File: config.mk
export PLATFORM = sky130hd
export DESIGN_NAME = spd_scanner_flat
export DESIGN_NICKNAME = d
export VERILOG_FILES = /design/src/hdl/spd_pkg.sv /design/src/hdl/spd_link_if.sv /design/src/hdl/spd_scanner.sv /design/src/hdl/spd_tick_div.sv /design/src/flat_wrapper.sv
export SDC_FILE = /design/constraint.sdc
export NUM_CORES = 1
export LEC_CHECK = 0
export BUFFER_PORTS_ARGS = -buffer_cell sky130_fd_sc_hd__buf_2
export CAP_MARGIN = 20
export CORE_MARGIN = 2
export CORE_UTILIZATION = 25
export DETAILED_ROUTE_END_ITERATION = 6
export PLACE_DENSITY = 0.41
export REMOVE_ABC_BUFFERS = 1
export SLEW_MARGIN = 20
export SYNTH_ARGS = -nofsm -noshare
export SYNTH_HDL_FRONTEND = slang
export SYNTH_SLANG_ARGS = --single-unit
File: constraint.sdc
create_clock -name CLOCK_IN -period 4.8 [get_ports CLOCK_IN]
set_clock_uncertainty 0.15 [all_clocks]
set_input_delay 0.48 -clock CLOCK_IN [delete_from_list [all_inputs] [get_ports CLOCK_IN]]
set_output_delay 0.48 -clock CLOCK_IN [all_outputs]
set_load 0.005 [all_outputs]
File: src/hdl/spd_pkg.sv
// Shared constants for the serial port DMA scanner and its host end.
package spd_pkg;
  localparam int WORD_W = 16;
  localparam int NPORT = 128;
  localparam int PORT_W = 7;
  // Default control block base: 36000 octal.
  localparam logic [15:0] BASE_DEFAULT = 16'h3c00;
  // Software base is given in units of 400 octal words.
  localparam int BASE_ALIGN = 8;
  // Control block word indexes.
  localparam logic [2:0] W_RX_CTL = 3'h0;
  localparam logic [2:0] W_TX_CTL = 3'h1;
  localparam logic [2:0] W_RX_PTR = 3'h4;
  localparam logic [2:0] W_TX_PTR = 3'h5;
  localparam logic [2:0] W_RX_END = 3'h6;
  localparam logic [2:0] W_TX_END = 3'h7;
  // Block size jumpers: 40, 20 or 10 octal words, as a shift of the port number.
  localparam logic [1:0] SIZE_SEL_20 = 2'h1;
  localparam logic [1:0] SIZE_SEL_10 = 2'h2;
  localparam logic [3:0] SHIFT_40 = 4'h5;
  localparam logic [3:0] SHIFT_20 = 4'h4;
  localparam logic [3:0] SHIFT_10 = 4'h3;
  // Control word bits; bit 15 of the word is the most significant.
  localparam int B_DONE = 15;
  localparam int B_MODE_HI = 14;
  localparam int B_MODE_LO = 13;
  localparam int B_SPECIAL = 12;
  localparam int B_LOST = 8;
  localparam int B_PAR_INH = 7;
  localparam logic [1:0] MODE_SINGLE = 2'h0;
  localparam logic [1:0] MODE_ILLEGAL = 2'h1;
  localparam logic [1:0] MODE_AUTO = 2'h2;
  localparam logic [1:0] MODE_ECHO = 2'h3;
  // Start instruction data fields.
  localparam int DOC_RTC_EN = 0;
  localparam int DOC_SET_BASE = 1;
  localparam int DOC_BASE_LSB = 8;
  // Status word fields; the port number sits in the low bits.
  localparam int ST_IO = 15;
  localparam int ST_RTC = 14;
  localparam int ST_TX = 13;
  localparam logic [15:0] STATUS_RESET = 16'h0000;
  // Real time clock period.
  localparam int RTC_TIME_MS = 10;
  localparam int CLK_FREQ_KHZ = 200000;
  localparam int RTC_CYCLES = RTC_TIME_MS * CLK_FREQ_KHZ;
  // Special characters: below 40 octal or above 173 octal.
  localparam logic [6:0] SPECIAL_LO = 7'h20;
  localparam logic [6:0] SPECIAL_HI = 7'h7b;
  localparam logic [7:0] ASCII_MSB = 8'h80;
  // APB register offsets of the host end.
  localparam logic [7:0] REG_CMD = 8'h00;
  localparam logic [7:0] REG_IRQ = 8'h04;
  localparam logic [7:0] REG_STATUS = 8'h08;
endpackage

File: src/hdl/spd_link_if.sv
// Link between the scanner and the host I/O bus end.
interface spd_link_if (
  input wire logic clk,
  input wire logic rst_n
);
  logic doc_pulse;
  logic [15:0] doc_data;
  logic status_read_clear_instruction_pulse;
  logic [15:0] status_word;
  logic irq;
  logic dma_req;
  logic dma_we;
  logic [15:0] dma_addr;
  logic [15:0] dma_wdata;
  logic dma_ack;
  logic [15:0] dma_rdata;
  modport dev (
    input clk, rst_n, doc_pulse, doc_data, status_read_clear_instruction_pulse, dma_ack, dma_rdata,
    output status_word, irq, dma_req, dma_we, dma_addr, dma_wdata
  );
  modport hst (
    input clk, rst_n, status_word, irq, dma_req, dma_we, dma_addr, dma_wdata,
    output doc_pulse, doc_data, status_read_clear_instruction_pulse, dma_ack, dma_rdata
  );
endinterface

File: src/hdl/spd_scanner.sv
// Scanner end: polls ports, walks control blocks over DMA, raises interrupts.
module spd_scanner #(
  parameter int RTC_CYCLES = spd_pkg::RTC_CYCLES
) (
  input wire logic CLOCK_IN,
  input wire logic RST_N_IN,
  spd_link_if.dev LINK,
  input wire logic [spd_pkg::NPORT-1:0] RX_REQ_IN,
  input wire logic [spd_pkg::NPORT-1:0] TX_READY_IN,
  input wire logic [7:0] RX_CHAR_IN,
  input wire logic RX_PARITY_ERR_IN,
  input wire logic RX_OVERLOAD_IN,
  input wire logic RX_BREAK_IN,
  input wire logic [1:0] BLOCK_SIZE_SEL_IN,
  output logic [spd_pkg::PORT_W-1:0] PORT_OUT,
  output logic RX_TAKE_OUT,
  output logic TX_LOAD_OUT,
  output logic [7:0] TX_CHAR_OUT,
  output logic ACTIVE_OUT
);
  typedef enum logic [4:0] {
    S_IDLE, S_SCAN, S_MEM, S_RX_DECIDE, S_RX_PAR, S_RX_CLASS, S_RX_GOTPTR,
    S_RX_GOTEND, S_RX_MERGE, S_RX_ECHO, S_RX_END, S_TX_DECIDE, S_TX_GOTPTR,
    S_TX_GOTEND, S_TX_SEND, S_NEXT
  } spd_state_t;

  spd_state_t state_reg;
  spd_state_t ret_reg;
  logic [1:0] size_meta_reg;
  logic [1:0] size_sync_reg;
  logic started_reg;
  logic rtc_en_reg;
  logic [15:0] base_reg;
  logic [spd_pkg::PORT_W-1:0] port_reg;
  logic [15:0] ctl_reg;
  logic [15:0] ptr_reg;
  logic [15:0] end_reg;
  logic [15:0] word_reg;
  logic [7:0] char_reg;
  logic err_reg;
  logic dma_req_reg;
  logic dma_we_reg;
  logic [15:0] dma_addr_reg;
  logic [15:0] dma_wdata_reg;
  logic ev_reg;
  logic ev_tx_reg;
  logic pend_io_reg;
  logic pend_rtc_reg;
  logic ev_tx_last_reg;
  logic [spd_pkg::PORT_W-1:0] ev_port_reg;
  logic rtc_tick;
  logic [3:0] shift;
  logic [1:0] mode;
  logic special;
  logic [7:0] rx_char;
  logic [7:0] buf_byte;

  // Jumpers are off-chip straps, so they are synchronised before use.
  always_ff @(posedge CLOCK_IN or negedge RST_N_IN) begin
    if (!RST_N_IN) begin
      size_meta_reg <= 2'h0;
      size_sync_reg <= 2'h0;
    end else begin
      size_meta_reg <= BLOCK_SIZE_SEL_IN;
      size_sync_reg <= size_meta_reg;
    end
  end

  always_comb begin
    case (size_sync_reg)
      spd_pkg::SIZE_SEL_20: shift = spd_pkg::SHIFT_20;
      spd_pkg::SIZE_SEL_10: shift = spd_pkg::SHIFT_10;
      default: shift = spd_pkg::SHIFT_40;
    endcase
  end

  assign mode = ctl_reg[spd_pkg::B_MODE_HI:spd_pkg::B_MODE_LO];
  assign special = (char_reg[6:0] < spd_pkg::SPECIAL_LO) || (char_reg[6:0] > spd_pkg::SPECIAL_HI);
  assign rx_char = ctl_reg[spd_pkg::B_SPECIAL] ? (char_reg | spd_pkg::ASCII_MSB) : char_reg;
  assign buf_byte = ptr_reg[0] ? word_reg[7:0] : word_reg[15:8];

  function automatic logic [15:0] cb_addr(input logic [2:0] w);
    cb_addr = base_reg + (16'(port_reg) << shift) + 16'(w);
  endfunction

  // Start instruction: arms scanning, loads the clock enable and optionally loads the base.
  always_ff @(posedge CLOCK_IN or negedge RST_N_IN) begin
    if (!RST_N_IN) begin
      started_reg <= 1'b0;
      rtc_en_reg <= 1'b0;
      base_reg <= spd_pkg::BASE_DEFAULT;
    end else if (LINK.doc_pulse) begin
      started_reg <= 1'b1;
      rtc_en_reg <= LINK.doc_data[spd_pkg::DOC_RTC_EN];
      if (LINK.doc_data[spd_pkg::DOC_SET_BASE]) begin
        base_reg <= {LINK.doc_data[15:spd_pkg::DOC_BASE_LSB], 8'h00};
      end
    end
  end

  task automatic issue(input logic we, input logic [15:0] a, input logic [15:0] d,
                       input spd_state_t r);
    dma_req_reg <= 1'b1;
    dma_we_reg <= we;
    dma_addr_reg <= a;
    dma_wdata_reg <= d;
    ret_reg <= r;
    state_reg <= S_MEM;
  endtask

  // Sequencer: one DMA word at a time, request held until acknowledged.
  always_ff @(posedge CLOCK_IN or negedge RST_N_IN) begin
    if (!RST_N_IN) begin
      state_reg <= S_IDLE;
      ret_reg <= S_IDLE;
      port_reg <= '0;
      ctl_reg <= 16'h0000;
      ptr_reg <= 16'h0000;
      end_reg <= 16'h0000;
      word_reg <= 16'h0000;
      char_reg <= 8'h00;
      err_reg <= 1'b0;
      dma_req_reg <= 1'b0;
      dma_we_reg <= 1'b0;
      dma_addr_reg <= 16'h0000;
      dma_wdata_reg <= 16'h0000;
      RX_TAKE_OUT <= 1'b0;
      TX_LOAD_OUT <= 1'b0;
      TX_CHAR_OUT <= 8'h00;
      ev_reg <= 1'b0;
      ev_tx_reg <= 1'b0;
    end else begin
      RX_TAKE_OUT <= 1'b0;
      TX_LOAD_OUT <= 1'b0;
      ev_reg <= 1'b0;
      case (state_reg)
        S_IDLE: begin
          if (started_reg) begin
            state_reg <= S_SCAN;
          end
        end
        S_SCAN: begin
          if (RX_REQ_IN[port_reg]) begin
            issue(1'b0, cb_addr(spd_pkg::W_RX_CTL), 16'h0000, S_RX_DECIDE);
          end else if (TX_READY_IN[port_reg]) begin
            issue(1'b0, cb_addr(spd_pkg::W_TX_CTL), 16'h0000, S_TX_DECIDE);
          end else begin
            port_reg <= port_reg + 7'h01;
          end
        end
        S_MEM: begin
          if (LINK.dma_ack) begin
            dma_req_reg <= 1'b0;
            word_reg <= LINK.dma_rdata;
            state_reg <= ret_reg;
          end
        end
        S_RX_DECIDE: begin
          ctl_reg <= word_reg;
          char_reg <= RX_CHAR_IN;
          err_reg <= RX_OVERLOAD_IN | RX_BREAK_IN;
          if (word_reg[spd_pkg::B_DONE]) begin
            // Overrun: keep only the newest character and mark the loss, no interrupt.
            issue(1'b1, cb_addr(spd_pkg::W_RX_CTL),
                  {word_reg[15:9], 1'b1, RX_CHAR_IN}, S_RX_END);
          end else if (RX_PARITY_ERR_IN) begin
            issue(1'b0, cb_addr(spd_pkg::W_TX_CTL), 16'h0000, S_RX_PAR);
          end else begin
            state_reg <= S_RX_CLASS;
          end
        end
        S_RX_PAR: begin
          if (!word_reg[spd_pkg::B_PAR_INH]) begin
            err_reg <= 1'b1;
          end
          state_reg <= S_RX_CLASS;
        end
        S_RX_CLASS: begin
          if (err_reg || (ctl_reg[spd_pkg::B_SPECIAL] && special) ||
              mode == spd_pkg::MODE_SINGLE || mode == spd_pkg::MODE_ILLEGAL) begin
            issue(1'b1, cb_addr(spd_pkg::W_RX_CTL),
                  {1'b1, ctl_reg[14:8], rx_char}, S_RX_END);
            ev_reg <= 1'b1;
            ev_tx_reg <= 1'b0;
          end else begin
            issue(1'b0, cb_addr(spd_pkg::W_RX_PTR), 16'h0000, S_RX_GOTPTR);
          end
        end
        S_RX_GOTPTR: begin
          ptr_reg <= word_reg;
          issue(1'b0, cb_addr(spd_pkg::W_RX_END), 16'h0000, S_RX_GOTEND);
        end
        S_RX_GOTEND: begin
          end_reg <= word_reg;
          issue(1'b0, {1'b0, ptr_reg[15:1]}, 16'h0000, S_RX_MERGE);
        end
        S_RX_MERGE: begin
          // Byte 0 of a word is its high half.
          issue(1'b1, {1'b0, ptr_reg[15:1]},
                ptr_reg[0] ? {word_reg[15:8], rx_char} : {rx_char, word_reg[7:0]},
                S_RX_ECHO);
        end
        S_RX_ECHO: begin
          if (mode == spd_pkg::MODE_ECHO && TX_READY_IN[port_reg]) begin
            TX_LOAD_OUT <= 1'b1;
            TX_CHAR_OUT <= rx_char;
          end
          if (ptr_reg == end_reg || (mode == spd_pkg::MODE_ECHO && !TX_READY_IN[port_reg])) begin
            issue(1'b1, cb_addr(spd_pkg::W_RX_CTL),
                  {1'b1, ctl_reg[14:8], rx_char}, S_RX_END);
            ev_reg <= 1'b1;
            ev_tx_reg <= 1'b0;
          end else begin
            issue(1'b1, cb_addr(spd_pkg::W_RX_PTR), 16'(ptr_reg + 16'h0001), S_RX_END);
          end
        end
        S_RX_END: begin
          RX_TAKE_OUT <= 1'b1;
          port_reg <= port_reg + 7'h01;
          state_reg <= S_SCAN;
        end
        S_TX_DECIDE: begin
          ctl_reg <= word_reg;
          if (word_reg[spd_pkg::B_DONE]) begin
            state_reg <= S_NEXT;
          end else if (word_reg[spd_pkg::B_MODE_HI] == 1'b0) begin
            TX_LOAD_OUT <= 1'b1;
            TX_CHAR_OUT <= word_reg[7:0];
            issue(1'b1, cb_addr(spd_pkg::W_TX_CTL), {1'b1, word_reg[14:0]}, S_NEXT);
            ev_reg <= 1'b1;
            ev_tx_reg <= 1'b1;
          end else begin
            issue(1'b0, cb_addr(spd_pkg::W_TX_PTR), 16'h0000, S_TX_GOTPTR);
          end
        end
        S_TX_GOTPTR: begin
          ptr_reg <= word_reg;
          issue(1'b0, cb_addr(spd_pkg::W_TX_END), 16'h0000, S_TX_GOTEND);
        end
        S_TX_GOTEND: begin
          end_reg <= word_reg;
          issue(1'b0, {1'b0, ptr_reg[15:1]}, 16'h0000, S_TX_SEND);
        end
        S_TX_SEND: begin
          TX_LOAD_OUT <= 1'b1;
          TX_CHAR_OUT <= buf_byte;
          if (ptr_reg == end_reg) begin
            issue(1'b1, cb_addr(spd_pkg::W_TX_CTL), {1'b1, ctl_reg[14:0]}, S_NEXT);
            ev_reg <= 1'b1;
            ev_tx_reg <= 1'b1;
          end else begin
            issue(1'b1, cb_addr(spd_pkg::W_TX_PTR), 16'(ptr_reg + 16'h0001), S_NEXT);
          end
        end
        S_NEXT: begin
          port_reg <= port_reg + 7'h01;
          state_reg <= S_SCAN;
        end
        default: state_reg <= S_IDLE;
      endcase
    end
  end

  spd_tick_div #(
    .CYCLES(RTC_CYCLES)
  ) u_rtc (
    .clk_in(CLOCK_IN),
    .rst_n_in(RST_N_IN),
    .en_in(rtc_en_reg),
    .tick_out(rtc_tick)
  );

  // Pending interrupt causes; a new event in the clearing cycle survives.
  always_ff @(posedge CLOCK_IN or negedge RST_N_IN) begin
    if (!RST_N_IN) begin
      pend_io_reg <= 1'b0;
      pend_rtc_reg <= 1'b0;
      ev_tx_last_reg <= 1'b0;
      ev_port_reg <= '0;
    end else begin
      pend_io_reg <= ev_reg | (pend_io_reg & ~LINK.status_read_clear_instruction_pulse);
      pend_rtc_reg <= rtc_tick | (pend_rtc_reg & ~LINK.status_read_clear_instruction_pulse);
      if (ev_reg) begin
        ev_tx_last_reg <= ev_tx_reg;
        ev_port_reg <= port_reg;
      end
    end
  end

  assign LINK.status_word = {pend_io_reg, pend_rtc_reg, ev_tx_last_reg, 6'h00, ev_port_reg};
  assign LINK.irq = pend_io_reg | pend_rtc_reg;
  assign LINK.dma_req = dma_req_reg;
  assign LINK.dma_we = dma_we_reg;
  assign LINK.dma_addr = dma_addr_reg;
  assign LINK.dma_wdata = dma_wdata_reg;
  assign PORT_OUT = port_reg;
  assign ACTIVE_OUT = started_reg;
endmodule

File: src/hdl/spd_tick_div.sv
// Divider giving a one-cycle tick every CYCLES clocks while enabled.
module spd_tick_div #(
  parameter int CYCLES = 2000000
) (
  input wire logic clk_in,
  input wire logic rst_n_in,
  input wire logic en_in,
  output logic tick_out
);
  logic [31:0] cnt_reg;

  always_ff @(posedge clk_in or negedge rst_n_in) begin
    if (!rst_n_in) begin
      cnt_reg <= 32'h0000_0000;
      tick_out <= 1'b0;
    end else if (!en_in) begin
      cnt_reg <= 32'h0000_0000;
      tick_out <= 1'b0;
    end else if (cnt_reg == 32'(CYCLES - 1)) begin
      cnt_reg <= 32'h0000_0000;
      tick_out <= 1'b1;
    end else begin
      cnt_reg <= cnt_reg + 32'h0000_0001;
      tick_out <= 1'b0;
    end
  end
endmodule

File: src/flat_wrapper.sv
// flat-port wrapper written by rule: the top's interface ports become plain ports
module spd_scanner_flat 
#(
  parameter int RTC_CYCLES = spd_pkg::RTC_CYCLES
)
  (CLOCK_IN, RST_N_IN, RX_REQ_IN, TX_READY_IN, RX_CHAR_IN, RX_PARITY_ERR_IN, RX_OVERLOAD_IN, RX_BREAK_IN, BLOCK_SIZE_SEL_IN, PORT_OUT, RX_TAKE_OUT, TX_LOAD_OUT, TX_CHAR_OUT, ACTIVE_OUT, clk, rst_n, LINK_doc_pulse, LINK_doc_data, LINK_status_read_clear_instruction_pulse, LINK_dma_ack, LINK_dma_rdata, LINK_status_word, LINK_irq, LINK_dma_req, LINK_dma_we, LINK_dma_addr, LINK_dma_wdata);
  spd_link_if LINK_i (.clk(clk), .rst_n(rst_n));
  input wire logic CLOCK_IN;
  input wire logic RST_N_IN;
  input wire logic [spd_pkg::NPORT-1:0] RX_REQ_IN;
  input wire logic [spd_pkg::NPORT-1:0] TX_READY_IN;
  input wire logic [7:0] RX_CHAR_IN;
  input wire logic RX_PARITY_ERR_IN;
  input wire logic RX_OVERLOAD_IN;
  input wire logic RX_BREAK_IN;
  input wire logic [1:0] BLOCK_SIZE_SEL_IN;
  output logic [spd_pkg::PORT_W-1:0] PORT_OUT;
  output logic RX_TAKE_OUT;
  output logic TX_LOAD_OUT;
  output logic [7:0] TX_CHAR_OUT;
  output logic ACTIVE_OUT;
  input wire logic clk;
  input wire logic rst_n;
  input wire logic [$bits(LINK_i.doc_pulse)-1:0] LINK_doc_pulse;
  input wire logic [$bits(LINK_i.doc_data)-1:0] LINK_doc_data;
  input wire logic [$bits(LINK_i.status_read_clear_instruction_pulse)-1:0] LINK_status_read_clear_instruction_pulse;
  input wire logic [$bits(LINK_i.dma_ack)-1:0] LINK_dma_ack;
  input wire logic [$bits(LINK_i.dma_rdata)-1:0] LINK_dma_rdata;
  output wire logic [$bits(LINK_i.status_word)-1:0] LINK_status_word;
  output wire logic [$bits(LINK_i.irq)-1:0] LINK_irq;
  output wire logic [$bits(LINK_i.dma_req)-1:0] LINK_dma_req;
  output wire logic [$bits(LINK_i.dma_we)-1:0] LINK_dma_we;
  output wire logic [$bits(LINK_i.dma_addr)-1:0] LINK_dma_addr;
  output wire logic [$bits(LINK_i.dma_wdata)-1:0] LINK_dma_wdata;
  assign LINK_i.doc_pulse = LINK_doc_pulse;
  assign LINK_i.doc_data = LINK_doc_data;
  assign LINK_i.status_read_clear_instruction_pulse = LINK_status_read_clear_instruction_pulse;
  assign LINK_i.dma_ack = LINK_dma_ack;
  assign LINK_i.dma_rdata = LINK_dma_rdata;
  assign LINK_status_word = LINK_i.status_word;
  assign LINK_irq = LINK_i.irq;
  assign LINK_dma_req = LINK_i.dma_req;
  assign LINK_dma_we = LINK_i.dma_we;
  assign LINK_dma_addr = LINK_i.dma_addr;
  assign LINK_dma_wdata = LINK_i.dma_wdata;
  spd_scanner #(.RTC_CYCLES(RTC_CYCLES)) u_core (.CLOCK_IN(CLOCK_IN), .RST_N_IN(RST_N_IN), .LINK(LINK_i), .RX_REQ_IN(RX_REQ_IN), .TX_READY_IN(TX_READY_IN), .RX_CHAR_IN(RX_CHAR_IN), .RX_PARITY_ERR_IN(RX_PARITY_ERR_IN), .RX_OVERLOAD_IN(RX_OVERLOAD_IN), .RX_BREAK_IN(RX_BREAK_IN), .BLOCK_SIZE_SEL_IN(BLOCK_SIZE_SEL_IN), .PORT_OUT(PORT_OUT), .RX_TAKE_OUT(RX_TAKE_OUT), .TX_LOAD_OUT(TX_LOAD_OUT), .TX_CHAR_OUT(TX_CHAR_OUT), .ACTIVE_OUT(ACTIVE_OUT));
endmodule
==> qor.csv, run 1 <==
metric;value;unit
ctsResizeCount;0;
power.total;9.46;mW
grt_pass1_vias;12800;
grt_setup_unrepaired;no;
drive_above_1_share;0.327;
clockBufferDepth;2;
num_vias;12600;
status;complete, no violations;
cp_cell_sequence;buf_4 -> mux4_2 -> o211ai_1 -> a41oi_1 -> a31oi_1 -> nand2_4 -> o21ai_4 -> buf_4 -> nor2b_1 -> a31oi_1;
grt_max_degree;107;
synth-edff-count;0;
p_leak;7.42;nW
syn_inst;1418;
cts_hold_buf;2;
fin_nets;2074;
hold_violations;0;
fin_ws;0.666;ns
synthArstFlopShare;1.00;
fin_util;0.315;
worst_ep_required_time;4.95;ns
ys_seq_elements;190;
initial_core_util;0.254;
synth_flop_cell;dfrtp_1;
vdd.ir_drop.worst;0.290;mV
synth_warnings;0;
antenna_found_initial;2;
maxCapViolations;0;
cts_tree;done;
numPortBuffers;362;
dp_slack;0.666;ns
cts_sinks;190;
gp_congestion;0.860;
clk_pin_slew;0.08;ns
core-area;52700;µm²
fillers;5565;
row_count;84;
crit_path_start_kind;flop;
dr.pass1.iters;7;
fp.dieW;235;µm
multi_input_area;8010;µm²
dieArea;55300;µm²
clock.fmax;0.242;GHz
fin_cells;2452;
grt.overflow.total;0;
syn_to_final_growth;24.0;%
grt_use_total;0.191;
slowest_delay;0.94;ns
power_density;571;nW/µm²
final_max_slew_viol_count;0;
path_max_fanout;39;
cts_buffers;17;
setup-tns-final;0;ns
syn_area_per_cell;9.42;µm²
synth_area;13400;µm²
yosysSeqAreaShare;0.356;
worst_skew_pair.late_latency;0.47;ns
drtIter0Drc;869;
fin_crit_sh;0.861;
largest_reg_flops;32;
placed_cells;2416;
relSlewSlack;0.356;
hold_path.class;in -> reg;
arrival;4.28;ns
h-tree-depth;4;
wl;53.8;mm
dp_hpwl;41.8;mm
ys_types;87;
vias_per_cell;5.12;
grt_pass1_wl;81.4;mm
setup_viol_count_final;0;
die_h;235;µm
fin_crit;4.13;ns
end_kind;flop;
drc;0;
cts_setup_buffers;0;
cts_root_buffer;clkbuf_16;
ant_nets;0;
io_pins;377;
seqCellArea;4760;µm²
worstSetupPathType;reg -> reg;
worst_pin_slew;0.965;ns
wl_per_cell;21.9;µm
cp_slowest_cell;dfrtp_4;
synth_stat cells, drive strengths merged (3+ instances only):
cell type | instances | area share
dfrtp | 186 | 0.35
nand2 | 159 | 0.045
nor2 | 113 | 0.032
o21ai | 86 | 0.033
mux2i | 76 | 0.057
mux2 | 74 | 0.062
a21oi | 62 | 0.023
clkbuf | 61 | 0.017
xnor2 | 54 | 0.035
nand3 | 47 | 0.018
buf | 44 | 0.024
mux4 | 34 | 0.059
inv | 32 | 0.0090
xor2 | 28 | 0.018
a221oi | 27 | 0.020
nor3 | 22 | 0.0091
a222oi | 20 | 0.015
nand2b | 19 | 0.0089
o211ai | 19 | 0.011
a22oi | 17 | 0.0096
a31oi | 17 | 0.0091
nor2b | 17 | 0.0080
nor4 | 17 | 0.0080
nand4 | 16 | 0.0075
a21o | 15 | 0.0084
ha | 15 | 0.014
or2 | 15 | 0.0070
a211oi | 12 | 0.0067
and2 | 11 | 0.0052
o221ai | 11 | 0.0077
and3 | 10 | 0.0047
o22ai | 8 | 0.0048
o31ai | 7 | 0.0039
a41oi | 5 | 0.0033
or3 | 5 | 0.0023
a2bb2oi | 4 | 0.0026
and4 | 4 | 0.0026
dfstp | 4 | 0.0079
nand3b | 4 | 0.0022
o21a | 4 | 0.0022
a221o | 3 | 0.0022
a311oi | 3 | 0.0033
and3b | 3 | 0.0020
per-stage QoR:
stage,hold slack [ns],cell area [µm²]
global placement,0.191,15900
floorplan,0.0344,12900
CTS,0.0276,16600
detailed placement,0.200,15900
finish,0.0880,16600
global route,0.0627,16600
layout make-up:
cell class,instances,share of cell area
multi-input cells,1107,0.483
diodes,1,0.000151
repair buffers,402,0.131
flip-flops and latches,190,0.288
clock inverters,15,0.0130
inverters,32,0.00725
clock buffers,17,0.0257
well taps,688,0.0519
cell families after synthesis:
kind of cell	count (synthesis)	share of synthesized area
flops	190	0.356
mux	184	0.178
compound gates	340	0.180
other cells	2	0.000562
simple gates	467	0.165
fa+ha+maj	16	0.0155
xor+xnor	82	0.0538
buf+inv	137	0.0504
placed cells by master (no fill, tap or decap), types with 28 or more instances in the layout:
cell and count:
buf_2 361, xor2_1 28, nor2_1 112, a21oi_1 62, dfrtp_1 184, buf_4 33
mux4_2 29, nand2_1 157, o21ai_0 72, xnor2_1 54, mux2i_1 76, mux2_2 74
inv_1 31, nand3_1 47
routing by layer:
layer / vias to the layer above / GRT usage / part of all wire
li1: 5890 / - / -
met3: 44 / 0.0308 / 0.051
met4: 4 / 0.0397 / 0.013
met1: 6215 / 0.239 / 0.42
met2: 413 / 0.345 / 0.51
met5: - / 0 / 0.00045
worst max-delay path, delay by kind of cell, from the launching register on:
kind	cells	cell delay, ns
and+or+nand+nor	2	0.39
DFF	1	0.94
AOI/OAI and AO/OA	5	1.23
buffers and inverters	2	0.64
muxes	1	0.58
power by group:
group / internal (mW) / total [mW] / switching (mW)
Sequential: 2.17 / 3.11 / 0.939
Clock: 0.761 / 1.53 / 0.769
Combinational: 2.16 / 4.83 / 2.67
Total: 5.09 / 9.46 / 4.38
final timing paths:
kind / startpoint / endpoint / slack (ns) / cells past startpoint
worst min register to register: u_core.size_meta_reg[0]$_DFF_PN0_ / u_core.size_sync_reg[0]$_DFF_PN0_ / 0.21 / 0
worst max-delay path: u_core.PORT_OUT[0]$_DFFE_PN0P_ / u_core.ret_reg[3]$_DFFE_PN0P_ / 0.67 / 10
worst min-delay path: LINK_dma_rdata[15] / u_core.word_reg[15]$_DFFE_PN0P_ / 0.09 / 2
max in group asynchronous: RST_N_IN / u_core.end_reg[8]$_DFFE_PN0P_ / 2.80 / 3
worst max register to register: u_core.PORT_OUT[0]$_DFFE_PN0P_ / u_core.ret_reg[3]$_DFFE_PN0P_ / 0.67 / 10
min in group asynchronous: RST_N_IN / u_core.TX_LOAD_OUT$_DFF_PN0_ / 0.53 / 2
Note: power is estimated with default switching activity, not from simulation.
==> run 2, diff against run 1 <==
--- a/config.mk
+++ b/config.mk
@@ -10,6 +10,7 @@
 export CORE_MARGIN = 2
 export CORE_UTILIZATION = 25
 export DETAILED_ROUTE_END_ITERATION = 6
+export GPL_TIMING_DRIVEN = 0
 export PLACE_DENSITY = 0.41
 export REMOVE_ABC_BUFFERS = 1
 export SLEW_MARGIN = 20
==> constraint.sdc (replaced) <==
create_clock -name CLOCK_IN -period 5 [get_ports CLOCK_IN]
set_clock_uncertainty 0.15 [all_clocks]
set_input_delay 0.5 -clock CLOCK_IN [delete_from_list [all_inputs] [get_ports CLOCK_IN]]
set_output_delay 0.5 -clock CLOCK_IN [all_outputs]
set_load 0.005 [all_outputs]
==> run 2 against run 1 <==
Compared with the run above: sequential cell count unchanged; die area unchanged; clock power decreased by 5%; hold slack improved by 0.020 ns; non-clock buffer count decreased by 22; sequential share of layout area increased by 0.14 points; total power decreased by 4.2%; the run now ends with design-rule violations left; via count decreased by 0.79%.
==> qor.csv, run 2 (same netlist as run 1, synthesis figures left out) <==
metric;value;unit
status;complete, but fails checks;
violations;design-rule violations;
clk_pin_slew;0.09;ns
fin_nets;2053;
h-tree-depth;4;
placed_cells;2390;
dp_slack;-0.245;ns
drtIter0Drc;954;
fp.dieW;235;µm
numPortBuffers;362;
cp_cell_sequence;nand2b_1 -> o211ai_1 -> o21ai_0 -> ha_1 -> inv_1 -> fa_1 -> nand2b_1 -> a21oi_1 -> xor2_2 -> nand2_1 -> or3b_2 -> o21ai_0 -> o211ai_1 -> o41ai_1 -> a2bb2oi_1;
vdd.ir_drop.worst;0.278;mV
vias_per_cell;5.13;
cts_root_buffer;clkbuf_16;
dieArea;55300;µm²
grt_use_total;0.187;
clkPwrFrac;0.161;
seqPwrFrac;0.340;
cts_buffers;17;
final_max_slew_viol_count;0;
relSlewSlack;0.258;
gp_congestion;0.879;
crit_path_start_kind;flop;
largest_reg_flops;32;
path_max_fanout;30;
wl_per_cell;21.9;µm
initial_core_util;0.254;
row_count;84;
num_vias;12500;
grt.overflow.total;0;
dp_hpwl;40.9;mm
fin_crit_sh;0.912;
syn_to_final_growth;23.5;%
maxCapViolations;0;
io_pins;377;
cts_tree;done;
grt_max_degree;84;
setup_viol_count_final;0;
ant_nets;0;
fin_ws;0.440;ns
grt_pass1_wl;79.2;mm
core-area;52700;µm²
grt_pass1_vias;12400;
whs;0.109;ns
worst_skew_pair.late_latency;0.46;ns
switching_share;0.467;
grt_setup_unrepaired;no;
power.total;9.06;mW
clockBufferDepth;2;
worst_ep_required_time;5.18;ns
cts_sinks;190;
internal_power;4.83;mW
die_h;235;µm
power_density;549;nW/µm²
drc;13;
most-common-layout-cells;buf_2 (364), dfrtp_1 (181), nand2_1 (157), nor2_1 (109), mux2i_1 (76);
antenna_found_initial;3;
dr.pass1.iters;7;
hold_path.class;in -> reg;
worst_pin_slew;1.11;ns
p_leak;7.34;nW
power.share.combinational;0.500;
worstSetupPathType;reg -> reg;
drive_above_1_share;0.324;
slowest_delay;0.81;ns
end_kind;flop;
hold_violations;0;
mostFrequentLayoutCell;buf_2;
fin_cells;2431;
p_sw;4.24;mW
fin_crit;4.56;ns
wl;53.2;mm
clock.fmax;0.219;GHz
arrival;4.74;ns
cp_slowest_cell;dfrtp_2;
-- run 2: power groups by stage --
stage | sequential, mW | combinational, mW | clock [mW]
floorplan | 2.82 | 2.87 | 0
global placement | 3.28 | 4.26 | 0
detailed placement | 3.11 | 4.45 | 0
CTS | 3.08 | 4.50 | 1.51
global route | 3.17 | 4.94 | 1.57
finish | 3.08 | 4.53 | 1.46
-- run 2: metal layers --
metal	vias up	GRT usage	routed length, µm
met5	-	0	28
met3	63	0.0379	3300
met2	423	0.331	26800
met1	6108	0.226	21700
li1	5869	-	-
met4	4	0.0583	1270
-- run 2: final timing paths --
| path | from | end | slack (ns) | cells after the start |
|---|---|---|---|---|
| min in group asynchronous | RST_N_IN | u_core.LINK.dma_wdata[3]$_DFFE_PN0P_ | 0.37 | 2 |
| min reg2reg | u_core.size_meta_reg[0]$_DFF_PN0_ | u_core.size_sync_reg[0]$_DFF_PN0_ | 0.20 | 0 |
| min | LINK_dma_rdata[12] | u_core.word_reg[12]$_DFFE_PN0P_ | 0.11 | 2 |
| max | u_core.PORT_OUT[3]$_DFFE_PN0P_ | u_core.LINK.dma_addr[14]$_DFFE_PN0P_ | 0.44 | 15 |
| max in group asynchronous | RST_N_IN | u_core.base_reg[13]$_DFFE_PN1P_ | 3.57 | 3 |
| max reg2reg | u_core.PORT_OUT[3]$_DFFE_PN0P_ | u_core.LINK.dma_addr[14]$_DFFE_PN0P_ | 0.44 | 15 |
-- run 2: timing repair --
action                     CTS  global route
hold endpoints to repair    41             0
setup endpoints to repair    9             6
buffers inserted             0             4
resized for setup            2             2
cloned                       1             0
hold buffers                 3             0
pin swaps                    1             1
-- run 2: critical path: cells and delay by family, from the launching register on --
family                     cells  cell delay, ns
AOI/OAI and AO/OA              7            1.24
buffers and inverters          1            0.05
DFF                            1            0.81
and+or+nand+nor                4            1.11
xor gates and xnor gates       1            0.43
adders and majority gates      2            0.62
-- run 2: through the flow --
step                      utilization  cell area (µm²)  setup TNS, ns
after CTS                       0.312            16500              0
after global placement          0.295            15500        -243.48
after global routing            0.313            16500              0
final                           0.313            16500              0
after detailed placement        0.300            15800          -1.20
after floorplan                     -            12900         -89.68
-- run 2: cell type report --
type	instances	area, µm²
flip-flops and latches	190	4770
diodes	1	2.50
multi-input cells	1108	8050
repair buffers	380	2080
well taps	688	861
clock inverters	15	199
inverters	32	120
clock buffers	17	425
fillers	5583	36200
==> run 3, diff against run 2 <==
--- a/config.mk
+++ b/config.mk
@@ -16,4 +16,5 @@
 export SLEW_MARGIN = 20
 export SYNTH_ARGS = -nofsm -noshare
 export SYNTH_HDL_FRONTEND = slang
+export SYNTH_HIERARCHICAL = 1
 export SYNTH_SLANG_ARGS = --single-unit
==> run 3 against run 2 <==
Compared with the run above: the flow now finishes without violations; critical endpoint is now u_core/LINK.dma_wdata[7]$_DFFE_PN0P_; setup slack worse by 0.34 ns; synthesized cell count is 1.1% lower; hold slack worse by 0.091 ns; final cell count is 0.66% lower; global-route usage is 0.96 points higher; final area is 0.16% higher.
==> qor.csv, run 3 <==
metric;value;unit
hold_path.class;in -> reg;
worst_ep_required_time;5.23;ns
drc;0;
synth_top_family_by_area;compound AO/OA/AOI/OAI gates;
synthAdderAreaFrac;0.0152;
met1_usage;0.250;
worstSetupPathType;reg -> reg;
synth_area;13600;µm²
fin_ws;0.0957;ns
fin_crit_sh;0.981;
ys_types;106;
maxCapViolations;0;
cts_sinks;190;
p_leak;7.34;nW
worst_pin_slew;1.13;ns
grt_pass1_vias;12800;
r2r-end;u_core/LINK.dma_wdata[7]$_DFFE_PN0P_;
dr.pass1.iters;5;
placed_area;15900;µm²
synth_most_common_cell;dfrtp_1;
final_area;16500;µm²
grt_pass1_wl;83.2;mm
row_count;85;
synth_flop_cell;dfrtp_1;
yosysSeqAreaShare;0.349;
synthArstFlopShare;1.00;
power.share.combinational;0.484;
synth-simple-area-share;0.176;
mostFrequentLayoutCell;buf_2;
end_kind;flop;
busiest_layer;met2;
io_pins;377;
setup_viol_count_final;0;
largest_reg_flops;32;
die_h;237;µm
p_sw;3.87;mW
wl;56.5;mm
antenna_found_initial;3;
worstRegToRegCells;10;
dieArea;56400;µm²
status;complete, no violations;
yosysTopAreaCellShare;0.342;
core-area;53800;µm²
ant_nets;0;
fin_nets;2028;
cts_root_buffer;clkbuf_16;
synth_compound_area_frac;0.177;
grt_max_degree;88;
power.total;8.36;mW
num_vias;12700;
fin_cells;2415;
grt_util_met3;0.0291;
yosys.area.top_type;dfrtp_1;
yosys-top-cells-area;dfrtp_1 (34%), mux2_2 (5.7%), nand2_1 (4.8%);
fp.dieW;237;µm
relSlewSlack;0.239;
clock.fmax;0.204;GHz
drtIter0Drc;1000;
wl_per_cell;23.4;µm
cp-startpoint;u_core/PORT_OUT[0]$_DFFE_PN0P_;
placed_cells;2378;
clkPwrFrac;0.166;
yosys-top-cells-count;dfrtp_1 (186), nand2_1 (175), nor2_1 (105);
synth-edff-count;0;
worst_skew_pair.late_latency;0.47;ns
ys_seq_elements;190;
grt.overflow.total;0;
dp_slack;-0.731;ns
path_max_fanout;45;
synth_xor_area_frac;0.0556;
timing.rr.start;u_core/PORT_OUT[0]$_DFFE_PN0P_;
arrival;5.13;ns
met2_usage;0.338;
syn_area_per_cell;9.71;µm²
synth_warnings;6;
whs;0.0170;ns
fin_crit;4.90;ns
setup.worst_path.end;u_core/LINK.dma_wdata[7]$_DFFE_PN0P_;
cts_tree;done;
final_max_slew_viol_count;0;
clockBufferDepth;2;
initial_core_util;0.253;
hold_violations;0;
synth.area.mux_share;0.172;
reg2reg_slack;0.1;ns
vdd.ir_drop.worst;0.201;mV
crit_path_start_kind;flop;
internal_power;4.49;mW
clk_pin_slew;0.07;ns
syn_inst;1403;
syn_to_final_growth;21.3;%
dp_hpwl;43.1;mm
seqPwrFrac;0.351;
grt_use_total;0.196;
vias_per_cell;5.26;
grt_setup_unrepaired;no;
h-tree-depth;4;
gp_congestion;0.882;
switching_share;0.463;
drive_above_1_share;0.326;
numPortBuffers;362;
most-common-layout-cells;buf_2 (361), dfrtp_1 (183), nand2_1 (174), nor2_1 (101), a21oi_1 (70);
power_density;506;nW/µm²
cts_buffers;17;
[run 3: changes by cell type after synthesis, sizes merged, moves of 10 or more]
cell	before	now
o21ai	86	59
o22ai	8	18
nand2	159	176
a22o	1	11
xnor2	54	37
mux4	34	44
a221oi	27	13
xor2	28	47
mux2i	76	51
[run 3: area by class of cell]
cell class,instances,area (µm²)
Antenna cell,2,5.00
Clock buffer,18,429
Sequential cell,190,4770
Tap cell,696,871
Multi-Input combinational cell,1100,8230
Timing Repair Buffer,372,1990
Fill cell,5692,37300
Clock inverter,14,148
Inverter,23,86.3
[run 3: worst max-delay path: stages (launching register included)]
cell and delay, ns:
dfrtp_4 0.54, buf_16 0.28, buf_16 0.30, mux4_1 0.62, a22o_1 0.20, a211oi_2 0.38
a211oi_1 0.13, o32a_1 0.55, o31ai_1 1.02, a31oi_1 0.38, o211ai_1 0.19
[run 3: worst min path at each step]
stage                                      start                                end  cells after the start
2_1_floorplan                           RST_N_IN      u_core/ACTIVE_OUT$_DFFE_PN0P_                      0
4_1_cts                     BLOCK_SIZE_SEL_IN[0]  u_core/size_meta_reg[0]$_DFF_PN0_                      1
5_1_grt                     BLOCK_SIZE_SEL_IN[0]  u_core/size_meta_reg[0]$_DFF_PN0_                      1
3_5_place_dp   u_core/size_meta_reg[0]$_DFF_PN0_  u_core/size_sync_reg[0]$_DFF_PN0_                      0
3_3_place_gp   u_core/size_meta_reg[0]$_DFF_PN0_  u_core/size_sync_reg[0]$_DFF_PN0_                      0
6_report                    BLOCK_SIZE_SEL_IN[0]  u_core/size_meta_reg[0]$_DFF_PN0_                      1
[run 3: logic make-up after synthesis]
kind of cell,after synthesis
buffers and inverters,129
AND/OR/NAND/NOR,481
flip-flops,190
other,2
AO/OA/AOI/OAI,335
XOR/XNOR,85
multiplexers,165
adder cells (fa/ha/maj),16
[run 3: routing by layer]
layer / part of all wire / vias up
li1: - / 5859
met4: 0.025 / 0
met2: 0.49 / 470
met3: 0.055 / 54
met1: 0.43 / 6308
met5: 0 / -
[run 3: power by group through the flow]
stage	registers, mW	clock network [mW]	logic, mW
2_1_floorplan	2.70	0	2.59
3_3_place_gp	3.10	0	3.90
3_5_place_dp	2.96	0	4.02
4_1_cts	2.94	1.44	4.05
5_1_grt	3.02	1.49	4.39
6_report	2.93	1.38	4.04
[run 3: what timing repair did]
| item | 4_1_cts | 5_1_grt |
|---|---|---|
| setup buffers | 1 | 0 |
| resized for setup | 3 | 0 |
| setup endpoints to repair | 47 | 0 |
| hold buffers | 2 | 0 |
| endpoints found under the hold margin | 47 | 0 |
[run 3: metrics by stage]
stage                     setup TNS (ns)  utilization
final                                  0        0.307
after floorplan                   -44.83            -
after detailed placement          -15.69        0.296
after global placement           -241.63        0.292
after CTS                              0        0.307
after global routing                   0        0.307
